==> src/design/sabd_pkg.sv <==
// Overview of operation
// RL1: status register is read only to software
// RL2: failed attempt sets only the matching cause bit
// RL3: start bit clears failure bits 8 to 0
// RL4: failure bit set raises interrupt when enabled
// RL5: first char bits 7:0, second 15:8
// RL6: raw bits of current character stay readable
// RL7: count 3.9 MHz ticks while line low
// RL8: eight threshold and eight divider registers
// RL9: upper limit of a rate is next lower
// RL10: matching divider value loads into serial port
// RL11: threshold holds 11 bits, top five unused
// RL12: divider value holds full 16 bits
// RL13: latest start bit tick count is readable
// RL14: status bit 6 high during an attempt
// RL15: status bit 5 cleared at start, set success
// RL16: status 4:3 parity none, even or odd
// RL17: status bit 2 word length seven or eight
// RL18: status bit 1 set on t, T or slash
// RL19: status bit 0 set on a or A
// RL20: fail bits 0 to 3 short/overflow/match/stop
// RL21: fail bits 4 to 8 second char, case, format
// RL22: on success program port, enable it, disarm
// RL23: control enable, irq enable, flag, loopback off
// RL24: terminal sends a/A repeated, then t/T/slash
// RL25: formats 7N2, 7E1, 7O1 and 8N1 only
// RL26: below lowest threshold short, tick at 11-bit full count overflow (count holds)
package sabd_pkg;
	// ----------------------------------------------------------------
	// timing
	// ----------------------------------------------------------------
	localparam int unsigned CLK_KHZ = 40000;
	localparam int unsigned MEAS_KHZ = 3900;
	localparam logic [8:0] TICK_INC = 9'(MEAS_KHZ / 100);
	localparam logic [8:0] TICK_MOD = 9'(CLK_KHZ / 100);
	// ----------------------------------------------------------------
	// register map, byte addresses
	// ----------------------------------------------------------------
	localparam logic [7:0] ADR_CTRL = 8'h00;
	localparam logic [7:0] ADR_STATUS = 8'h04;
	localparam logic [7:0] ADR_FAIL = 8'h08;
	localparam logic [7:0] ADR_CHARS = 8'h0c;
	localparam logic [7:0] ADR_TEMP = 8'h10;
	localparam logic [7:0] ADR_COUNT = 8'h14;
	localparam logic [7:0] ADR_THR_BASE = 8'h20;
	localparam logic [7:0] ADR_DIV_BASE = 8'h40;
	localparam logic [7:0] ADR_TBL_MSK = 8'he0;
	localparam int TBL_IDX_LSB = 2;
	localparam int NUM_RATES = 8;
	localparam int CNT_W = 11;
	localparam int DIV_W = 16;
	localparam int BCLK_W = 16;
	localparam logic [CNT_W-1:0] CNT_MAX = 11'h7ff;
	// ----------------------------------------------------------------
	// fields
	// ----------------------------------------------------------------
	localparam int CTL_EN = 0;
	localparam int CTL_IE = 1;
	localparam int CTL_FLAG = 2;
	localparam int CTL_LB = 4;
	localparam logic [15:0] CTL_MASK = 16'h0017;
	localparam int ST_FIRST = 0;
	localparam int ST_SECOND = 1;
	localparam int ST_WLEN = 2;
	localparam int ST_PAR = 3;
	localparam int ST_CORRECT = 5;
	localparam int ST_ACTIVE = 6;
	localparam int F_SHORT = 0;
	localparam int F_OVF = 1;
	localparam int F_MATCH1 = 2;
	localparam int F_STOP1 = 3;
	localparam int F_START2 = 4;
	localparam int F_MATCH2 = 5;
	localparam int F_STOP2 = 6;
	localparam int F_CASE = 7;
	localparam int F_NOFMT = 8;
	localparam int FAIL_W = 9;
	localparam logic [1:0] PAR_NONE = 2'h0;
	localparam logic [1:0] PAR_EVEN = 2'h1;
	localparam logic [1:0] PAR_ODD = 2'h2;
	localparam int FM_8N1 = 0;
	localparam int FM_7N2 = 1;
	localparam int FM_7E = 2;
	localparam int FM_7O = 3;
	localparam logic [6:0] CH_LA = 7'h61;
	localparam logic [6:0] CH_UA = 7'h41;
	localparam logic [6:0] CH_LT = 7'h74;
	localparam logic [6:0] CH_UT = 7'h54;
	localparam logic [6:0] CH_SL = 7'h2f;
	localparam logic [3:0] LAST_BIT = 4'h8;
	// ----------------------------------------------------------------
	// types
	// ----------------------------------------------------------------
	typedef struct packed {
		logic [DIV_W-1:0] divider;
		logic eight_bit;
		logic [1:0] parity;
		logic two_stop;
		logic load;
	} sabd_port_cfg_s;
	typedef enum logic [6:0] {
		S_IDLE = 7'h01,
		S_MEAS = 7'h02,
		S_BITS = 7'h04,
		S_EVAL = 7'h08,
		S_HUNT = 7'h10,
		S_SCHK = 7'h20,
		S_DONE = 7'h40
	} sabd_state_e;
endpackage

==> src/design/sabd_detector.sv <==
`timescale 1ns/1ps
module sabd_detector (
	input wire logic clk_i, // 40 MHz
	input wire logic rst_i, // sync, high
	input wire logic [7:0] wb_adr_i, // byte address
	input wire logic [31:0] wb_dat_i, // write data
	input wire logic [3:0] wb_sel_i, // byte lanes
	input wire logic wb_we_i, // write
	input wire logic wb_cyc_i, // cycle
	input wire logic wb_stb_i, // strobe
	output logic [31:0] wb_dat_o, // read data
	output logic wb_ack_o, // ack
	input wire logic serial_rx_line_i, // serial receive line
	output sabd_pkg::sabd_port_cfg_s port_cfg_o, // port setup
	output logic port_enable_o, // serial port enable
	output logic loopback_off_o, // loopback disable pulse
	output logic cfg_lock_o, // port config locked
	output logic fail_irq_o // failure interrupt
);
	import sabd_pkg::*;

	sabd_state_e state_reg, state_next;
	logic [15:0] ctrl_reg, status_reg, chars_reg;
	logic [FAIL_W-1:0] fail_reg, fail_vec;
	logic [8:0] shift_reg, acc_reg, acc_sum;
	logic [CNT_W-1:0] count_reg;
	logic [BCLK_W-1:0] bclk_reg, timer_reg;
	logic [3:0] bit_idx_reg;
	logic [3:0] cand_reg, char_mask;
	logic [2:0] rate_idx, rate_idx_reg;
	logic [CNT_W-1:0] thr_reg [NUM_RATES];
	logic [DIV_W-1:0] div_reg [NUM_RATES];
	logic [NUM_RATES-1:0] ge;
	logic rx_prev_reg, second_reg, lower_a_reg;
	logic start_det, tick, rise, short_bit, ovf, timer_zero, sample;
	logic is_a, is_t, stop_ok, mixed, wr, ack_reg;
	logic [15:0] wmask, rd_data;
	logic [6:0] c7;

	// ----------------------------------------------------------------
	// bus slave
	// ----------------------------------------------------------------
	// write lands at the edge where the master sees ack
	assign wr = wb_cyc_i && wb_stb_i && wb_we_i && ack_reg;
	assign wmask = {{8{wb_sel_i[1]}}, {8{wb_sel_i[0]}}};

	always_ff @(posedge clk_i) begin
		if (rst_i) begin
			ack_reg <= 1'b0;
			wb_dat_o <= 32'h0;
		end else begin
			ack_reg <= wb_cyc_i && wb_stb_i && !ack_reg;
			wb_dat_o <= {16'h0, rd_data};
		end
	end
	assign wb_ack_o = ack_reg;

	always_comb begin
		rd_data = 16'h0;
		case (wb_adr_i & ~8'h03)
			ADR_CTRL: rd_data = ctrl_reg;
			ADR_STATUS: rd_data = status_reg; // RL1
			ADR_FAIL: rd_data = {7'h0, fail_reg};
			ADR_CHARS: rd_data = chars_reg;
			ADR_TEMP: rd_data = {7'h0, shift_reg}; // RL6
			ADR_COUNT: rd_data = {5'h0, count_reg}; // RL13
			default: begin
				if ((wb_adr_i & ADR_TBL_MSK) == ADR_THR_BASE) begin
					rd_data = {5'h0,
						thr_reg[wb_adr_i[TBL_IDX_LSB +: 3]]};
				end else if ((wb_adr_i & ADR_TBL_MSK) == ADR_DIV_BASE) begin
					rd_data = div_reg[wb_adr_i[TBL_IDX_LSB +: 3]];
				end
			end
		endcase
	end

	// ----------------------------------------------------------------
	// rate tables
	// ----------------------------------------------------------------
	for (genvar i = 0; i < NUM_RATES; i++) begin : g_rate
		always_ff @(posedge clk_i) begin
			if (rst_i) begin
				thr_reg[i] <= '0;
				div_reg[i] <= '0;
			end else if (wr && wb_adr_i[TBL_IDX_LSB +: 3] == 3'(i)) begin
				if ((wb_adr_i & ADR_TBL_MSK) == ADR_THR_BASE) begin
					thr_reg[i] <= (thr_reg[i] & ~wmask[CNT_W-1:0]) |
						(wb_dat_i[CNT_W-1:0] & wmask[CNT_W-1:0]); // RL11
				end
				if ((wb_adr_i & ADR_TBL_MSK) == ADR_DIV_BASE) begin
					div_reg[i] <= (div_reg[i] & ~wmask) |
						(wb_dat_i[15:0] & wmask); // RL12
				end
			end
		end
		assign ge[i] = count_reg >= thr_reg[i]; // RL8
	end

	// highest threshold reached picks the rate
	always_comb begin
		rate_idx = 3'h0;
		for (int k = 0; k < NUM_RATES; k++) begin
			if (ge[k]) begin
				rate_idx = 3'(k); // RL9
			end
		end
	end

	// ----------------------------------------------------------------
	// control register
	// ----------------------------------------------------------------
	always_ff @(posedge clk_i) begin
		if (rst_i) begin
			ctrl_reg <= 16'h0;
		end else begin
			if (wr && (wb_adr_i & ~8'h03) == ADR_CTRL) begin
				ctrl_reg <= (ctrl_reg & ~wmask) |
					(wb_dat_i[15:0] & wmask & CTL_MASK);
			end
			if (state_reg == S_DONE) begin
				ctrl_reg[CTL_EN] <= 1'b0; // RL22
				ctrl_reg[CTL_FLAG] <= 1'b1; // RL23
			end
		end
	end

	// ----------------------------------------------------------------
	// measurement tick and line sampling
	// ----------------------------------------------------------------
	assign acc_sum = acc_reg + TICK_INC;
	assign tick = acc_sum >= TICK_MOD;

	always_ff @(posedge clk_i) begin
		if (rst_i) begin
			acc_reg <= 9'h0;
			rx_prev_reg <= 1'b1;
		end else begin
			acc_reg <= tick ? acc_sum - TICK_MOD : acc_sum;
			rx_prev_reg <= serial_rx_line_i;
		end
	end

	assign start_det = state_reg == S_IDLE && ctrl_reg[CTL_EN] &&
		rx_prev_reg && !serial_rx_line_i;
	assign rise = state_reg == S_MEAS && serial_rx_line_i;
	assign short_bit = count_reg < thr_reg[0]; // RL26
	assign ovf = state_reg == S_MEAS && tick && count_reg == CNT_MAX;
	assign timer_zero = timer_reg == '0;
	assign sample = state_reg == S_BITS && timer_zero;

	// ----------------------------------------------------------------
	// character checks
	// ----------------------------------------------------------------
	assign c7 = shift_reg[6:0];
	assign is_a = c7 == CH_LA || c7 == CH_UA; // RL24
	assign is_t = c7 == CH_LT || c7 == CH_UT || c7 == CH_SL;
	assign stop_ok = shift_reg[LAST_BIT];
	assign mixed = (lower_a_reg && c7 == CH_UT) ||
		(!lower_a_reg && c7 == CH_LT);

	// formats consistent with bit 7 of this character
	always_comb begin
		char_mask = 4'h0;
		char_mask[FM_8N1] = !shift_reg[7]; // RL25
		char_mask[FM_7N2] = shift_reg[7];
		char_mask[FM_7E] = shift_reg[7] == ^c7;
		char_mask[FM_7O] = shift_reg[7] != ^c7;
	end

	// ----------------------------------------------------------------
	// sequencer
	// ----------------------------------------------------------------
	always_comb begin
		state_next = state_reg;
		fail_vec = '0;
		case (state_reg)
			S_IDLE: begin
				if (start_det) begin
					state_next = S_MEAS;
				end
			end
			S_MEAS: begin
				if (rise) begin
					if (short_bit) begin
						fail_vec[F_SHORT] = 1'b1; // RL20
					end else begin
						state_next = S_BITS;
					end
				end else if (ovf) begin
					fail_vec[F_OVF] = 1'b1; // RL26
				end
			end
			S_BITS: begin
				if (sample && bit_idx_reg == LAST_BIT) begin
					state_next = S_EVAL;
				end
			end
			S_EVAL: begin
				if (!second_reg) begin
					if (!is_a) begin
						fail_vec[F_MATCH1] = 1'b1; // RL20
					end else if (!stop_ok) begin
						fail_vec[F_STOP1] = 1'b1; // RL20
					end else begin
						state_next = S_HUNT;
					end
				end else if (!(is_a || is_t)) begin
					fail_vec[F_MATCH2] = 1'b1; // RL21
				end else if (!stop_ok) begin
					fail_vec[F_STOP2] = 1'b1; // RL21
				end else if (is_a) begin
					state_next = S_HUNT;
				end else if (mixed) begin
					fail_vec[F_CASE] = 1'b1; // RL21
				end else if ((cand_reg & char_mask) == 4'h0) begin
					fail_vec[F_NOFMT] = 1'b1; // RL21
				end else begin
					state_next = S_DONE;
				end
			end
			S_HUNT: begin
				if (!serial_rx_line_i) begin
					state_next = S_SCHK;
				end
			end
			S_SCHK: begin
				if (timer_zero) begin
					if (serial_rx_line_i) begin
						fail_vec[F_START2] = 1'b1; // RL21
					end else begin
						state_next = S_BITS;
					end
				end
			end
			S_DONE: state_next = S_IDLE;
			default: state_next = S_IDLE;
		endcase
		if (state_reg != S_IDLE && !ctrl_reg[CTL_EN]) begin
			state_next = S_IDLE;
		end
		if (fail_vec != '0) begin
			state_next = S_IDLE;
		end
	end

	always_ff @(posedge clk_i) begin
		if (rst_i) begin
			state_reg <= S_IDLE;
		end else begin
			state_reg <= state_next;
		end
	end

	// ----------------------------------------------------------------
	// start bit measurement
	// ----------------------------------------------------------------
	always_ff @(posedge clk_i) begin
		if (rst_i) begin
			count_reg <= '0;
			bclk_reg <= '0;
			rate_idx_reg <= 3'h0;
		end else if (start_det) begin
			count_reg <= '0;
			bclk_reg <= 16'h1;
		end else if (state_reg == S_MEAS) begin
			if (tick && count_reg != CNT_MAX) begin
				count_reg <= count_reg + 11'h1; // RL7
			end
			if (bclk_reg != '1) begin
				bclk_reg <= bclk_reg + 16'h1;
			end
			rate_idx_reg <= rate_idx;
		end
	end

	// ----------------------------------------------------------------
	// bit timer and shifter
	// ----------------------------------------------------------------
	always_ff @(posedge clk_i) begin
		if (rst_i) begin
			timer_reg <= '0;
			bit_idx_reg <= 4'h0;
			shift_reg <= 9'h0;
		end else begin
			if ((rise && !short_bit) ||
					(state_reg == S_HUNT && !serial_rx_line_i)) begin
				timer_reg <= bclk_reg >> 1;
			end else if (sample ||
					(state_reg == S_SCHK && timer_zero)) begin
				timer_reg <= bclk_reg;
			end else if (!timer_zero) begin
				timer_reg <= timer_reg - 16'h1;
			end
			if (state_next == S_BITS && state_reg != S_BITS) begin
				bit_idx_reg <= 4'h0;
			end else if (sample) begin
				bit_idx_reg <= bit_idx_reg + 4'h1;
			end
			if (sample) begin
				shift_reg <= {serial_rx_line_i, shift_reg[8:1]}; // RL6
			end
		end
	end

	// ----------------------------------------------------------------
	// character record and format candidates
	// ----------------------------------------------------------------
	always_ff @(posedge clk_i) begin
		if (rst_i) begin
			chars_reg <= 16'h0;
			second_reg <= 1'b0;
			lower_a_reg <= 1'b0;
			cand_reg <= 4'hf;
		end else if (start_det) begin
			chars_reg <= 16'h0;
			second_reg <= 1'b0;
			cand_reg <= 4'hf;
		end else if (state_reg == S_EVAL) begin
			if (is_a) begin
				chars_reg[7:0] <= {1'b0, c7}; // RL5
				lower_a_reg <= c7 == CH_LA;
				second_reg <= 1'b1;
			end else if (second_reg && is_t) begin
				chars_reg[15:8] <= {1'b0, c7}; // RL5
			end
			cand_reg <= cand_reg & char_mask;
		end
	end

	// ----------------------------------------------------------------
	// status and failure registers
	// ----------------------------------------------------------------
	always_ff @(posedge clk_i) begin
		if (rst_i) begin
			status_reg <= 16'h0;
		end else if (start_det) begin
			status_reg[ST_ACTIVE] <= 1'b1; // RL14
			status_reg[ST_CORRECT] <= 1'b0; // RL15
			status_reg[ST_SECOND] <= 1'b0; // RL18
			status_reg[ST_FIRST] <= 1'b0; // RL19
		end else begin
			if (state_reg == S_EVAL && is_a && !second_reg) begin
				status_reg[ST_FIRST] <= 1'b1; // RL19
			end
			if (state_reg == S_EVAL && is_t && second_reg) begin
				status_reg[ST_SECOND] <= 1'b1; // RL18
			end
			if (state_reg == S_DONE) begin
				status_reg[ST_CORRECT] <= 1'b1; // RL15
				status_reg[ST_WLEN] <= cand_reg[FM_8N1]; // RL17
				status_reg[ST_PAR +: 2] <= (cand_reg[FM_8N1] ||
					cand_reg[FM_7N2]) ? PAR_NONE :
					cand_reg[FM_7E] ? PAR_EVEN : PAR_ODD; // RL16
			end
			if (state_reg != S_IDLE && state_next == S_IDLE) begin
				status_reg[ST_ACTIVE] <= 1'b0; // RL14
			end
		end
	end

	always_ff @(posedge clk_i) begin
		if (rst_i) begin
			fail_reg <= '0;
		end else if (start_det) begin
			fail_reg <= '0; // RL3
		end else begin
			fail_reg <= fail_reg | fail_vec; // RL2
		end
	end

	// ----------------------------------------------------------------
	// serial port programming and interrupt
	// ----------------------------------------------------------------
	always_ff @(posedge clk_i) begin
		if (rst_i) begin
			port_cfg_o <= '0;
			port_enable_o <= 1'b0;
			loopback_off_o <= 1'b0;
			cfg_lock_o <= 1'b0;
			fail_irq_o <= 1'b0;
		end else begin
			port_cfg_o.load <= state_reg == S_DONE;
			loopback_off_o <= state_reg == S_DONE && ctrl_reg[CTL_LB];
			if (state_reg == S_DONE) begin
				port_cfg_o.divider <= div_reg[rate_idx_reg]; // RL10
				port_cfg_o.eight_bit <= cand_reg[FM_8N1];
				port_cfg_o.two_stop <= !cand_reg[FM_8N1] &&
					cand_reg[FM_7N2];
				port_cfg_o.parity <= (cand_reg[FM_8N1] ||
					cand_reg[FM_7N2]) ? PAR_NONE :
					cand_reg[FM_7E] ? PAR_EVEN : PAR_ODD;
				port_enable_o <= 1'b1; // RL22
			end else if (start_det) begin
				port_enable_o <= 1'b0;
			end
			cfg_lock_o <= state_next != S_IDLE; // RL22
			fail_irq_o <= ctrl_reg[CTL_IE] && fail_reg != '0; // RL4
		end
	end
endmodule

==> config.mk <==
export PLATFORM = sky130hd
export DESIGN_NAME = sabd_detector
export DESIGN_NICKNAME = d
export VERILOG_FILES = /design/src/design/sabd_pkg.sv /design/src/design/sabd_detector.sv
export SDC_FILE = /design/constraint.sdc
export NUM_CORES = 1
export LEC_CHECK = 0
export BUFFER_PORTS_ARGS = -buffer_cell sky130_fd_sc_hd__buf_2
export CORE_MARGIN = 2
export CORE_UTILIZATION = 65
export CTS_CLUSTER_DIAMETER = 120
export CTS_CLUSTER_SIZE = 25
export DETAILED_ROUTE_END_ITERATION = 12
export GPL_TIMING_DRIVEN = 1
export PLACE_DENSITY = 0.88
export SLEW_MARGIN = 20
export SYNTH_ARGS = -nofsm -noshare
export SYNTH_HDL_FRONTEND = slang
export SYNTH_SLANG_ARGS = --single-unit
==> constraint.sdc <==
create_clock -name clk_i -period 5.2 [get_ports clk_i]
set_input_delay 0.78 -clock clk_i [delete_from_list [all_inputs] [get_ports clk_i]]
set_output_delay 0.78 -clock clk_i [all_outputs]
set_load 0.02 [all_outputs]
==> run summary <==
Clk Latency, worst-skew pair: 550 ps
Max-slew headroom: 22.8%
Largest net degree at the start of global routing: 87
Peak fanout along the critical path: 15
Number of fill cells: 2362
Final period util: 63.4%
Post-CTS setup buffer count: 0
Synth Area per Inst: 10.1 um^2
Unique masters post-synth: 81
Non-Filler Cell Area, Final: 23200 um^2
Sw Pwr: 1680 uW
Setup CP Type: reg -> reg
Fin. Hold Viols: 0
Async SR Flop Fraction: 0%
Leakage power: 0.00884 uW
Critical Path Sink Type: flip-flop
Maxcap violations: 0
Sequential share of the synthesized area: 44.7%
IO Pins: 108
Chip width: 189 um
Setup ws final: 1900 ps
Vias in the first global route: 17900
Dpl ws: 1530 ps
RSZ-0062 raised after global routing: no
Final Max Tran Viols: 0
Hold Buf Count CTS: 0
ANT nets after route: 0
Clock Skews: 22.7 ps
DRC: 0
Top-area cell type share of the netlist area: 29.3%
Avg WL per Cell: 23.4 um
Port bufs: 71
Critical Path Source Type: flip-flop
Layout Nets: 2328
Synthesized area: 22100 um^2
Peak Freq: 303 MHz
Post-synth EDFFs: 216
First-pass GRT wire length: 96200 um
Yosys warns: 0
CTS resizes: 0
Worst Tran Pin Value: 1150 ps
WP data required: 5590 ps
Mapped Cells: 2195
Routed WL: 61500 um
Layout area overhead: 4.83%
Hold_sp: wb_stb_i
Synth top area cells: edfxtp_1, dfxtp_1, mux4_2, ha_1, a21oi_1
Power density cells: 261 nW/um^2
Worst hold path type: in -> reg
Yosys reg bits: 386
GRT Total Usage: 34.2%
Logic pwr share: 15.4%
Final Wtd Congestion: 0.963
CORE AREA: 33500 um^2
Worst r2r dst: timer_reg[0]
H-tree Lvls: 1
Ys flop type: edfxtp_1
HPWL Detailed: 42200 um
Setup total negative slack: 0 ps
Iter 0 DRT Violations: 2491
Largest register FFs: 128
FF-to-FF path depth: 8
Clock sink count: 386
Clk pin slew, worst setup/hold paths: 110 ps
Reg-to-Reg Start: timer_reg[0]
Pint: 4380 uW
Status: complete, no violations
Hold Path End: wb_ack_o
Root Buffer Master: clkbuf_16
Initial antenna violation count: 2
Congestion Overflow GR: 0
Vias per inst: 6.88
Via count: 18100
Hold path depth: 3
Peak supply drop: 0.253 mV
Synth area leader: edfxtp_1
Flop pwr share: 56.7%
R2r setup slk: 1900 ps
Fraction of layout cells with a size suffix above 1: 10.9%
Row cnt: 67
CTS tree: yes
Die Y: 189 um
CTS Buf Count: 19
WP data arrival: 3690 ps
Die area: 35500 um^2
Dpl cell area: 22700 um^2
Final Setup Violations: 0
Clock tree buffer depth: 3
Initial Util: 66.0%
DRT Pass-1 Iters: 6
Switching Share: 27.8%
Period minus WS final: 3300 ps
Clk pwr share: 27.9%
## kinds of logic after synthesis
group / Yosys count / share of synthesized area [%]
buffers and inverters: 267 / 4.98
muxes: 146 / 11.5
other: 1 / 0.0169
and+or+nand+nor: 739 / 17.3
adders and majority gates: 106 / 5.99
DFF: 386 / 44.7
xor gates and xnor gates: 37 / 1.53
AOI/OAI and AO/OA: 513 / 14.0
## metrics by stage
| step | hold WS, ps | power [uW] | cells | util, % |
|---|---|---|---|---|
| final | 448 | 6060 | 2632 | 69.2 |
| after global routing | 464 | 6250 | 2632 | 69.2 |
| after CTS | 456 | 6010 | 2631 | 69.2 |
| after detailed placement | 437 | 4400 | 2599 | 67.6 |
| after global placement | 424 | 4350 | 2599 | 67.5 |
| after floorplan | 424 | 4160 | 2210 | - |
## Yosys cell counts (all sizes together), types with 6 or more instances
library cell and number:
a2111oi 6, a211oi 40, a21o 19, a21oi 226, a221oi 11, a311oi 8, a31oi 10, and2 18
and3 82, buf 49, clkbuf 110, dfxtp 170, edfxtp 216, ha 106, inv 108, mux2 6
mux2i 54, mux4 86, nand2 142, nand2b 150, nand3 15, nand4 24, nor2 194, nor2b 20
nor3 38, nor4 16, o21a 10, o21ai 115, o21bai 8, o22ai 7, o31ai 7, or2 7
or3 8, xnor2 19, xor2 17
## area by class of cell
class / instances / area [um^2] / area share [%]
Sequential cell: 386 / 9890 / 42.6
Clock buffer: 31 / 520 / 2.24
Tap cell: 448 / 561 / 2.42
Timing Repair Buffer: 100 / 578 / 2.49
Clock inverter: 1 / 16.3 / 0.0701
Inverter: 108 / 405 / 1.75
Antenna cell: 1 / 2.50 / 0.0108
Multi-Input combinational cell: 1557 / 11200 / 48.4
## power by group through the flow
stage | logic (uW) | clock network, uW | registers (uW)
global placement | 867 | 0 | 3490
floorplan | 698 | 0 | 3470
global route | 1020 | 1780 | 3450
detailed placement | 900 | 0 | 3500
CTS | 910 | 1670 | 3430
finish | 934 | 1690 | 3440
## metal layers
| metal | global-route usage [%] | wire length, um |
|---|---|---|
| met2 | 55.0 | 28900 |
| met1 | 43.4 | 21900 |
| met4 | 18.9 | 3620 |
| met3 | 7.34 | 7080 |
| met5 | 0 | 13 |
## critical path, cell delays in order (launching register included)
cell	delay [ps]
dfxtp_1	370
inv_1	70
ha_1	170
nor3b_1	570
nand4_1	490
nor2_1	1020
nor2_1	80
a221oi_1	260
a211oi_1	110
## placed cells by master, fill, tap and decap left out, types with 6 or more instances in the layout
cell type,netlist,layout
and2_1,18,18
a31oi_1,10,10
xor2_1,17,17
nor2b_1,20,20
clkbuf_1,110,12
nand3_1,15,15
ha_1,106,106
o21ai_0,114,114
o31ai_1,7,7
nand4_1,23,23
nand2b_1,148,148
mux2i_1,54,54
o22ai_1,7,7
or3_1,8,8
a2111oi_0,6,6
o21a_1,10,10
inv_1,108,108
a21o_1,19,19
nor2_1,193,192
a211oi_1,40,40
edfxtp_1,216,216
mux2_2,6,6
nor4_1,13,13
mux4_2,86,86
and3_1,82,82
clkbuf_16,0,19
a21oi_1,226,225
buf_2,23,69
conb_1,1,16
buf_4,17,31
dfxtp_1,170,169
xnor2_1,19,19
a311oi_1,7,7
nand2_1,142,142
nor3_1,37,36
a221oi_1,11,11
## how the worst max path moves through the flow
| stage | start | to | slack [ps] | cells after the start |
|---|---|---|---|---|
| final | timer_reg[0] | timer_reg[0] | 1900 | 8 |
| after global placement | wb_adr_i[2] | wb_dat_o[4] | 1630 | 7 |
| after global routing | timer_reg[0] | timer_reg[1] | 1700 | 8 |
| after floorplan | wb_adr_i[4] | div_reg[5][0] | 2110 | 7 |
| after detailed placement | wb_adr_i[2] | div_reg[0][9] | 1530 | 5 |
| after CTS | timer_reg[0] | timer_reg[0] | 1980 | 8 |
No activity file was read; power rests on OpenSTA's default activity.
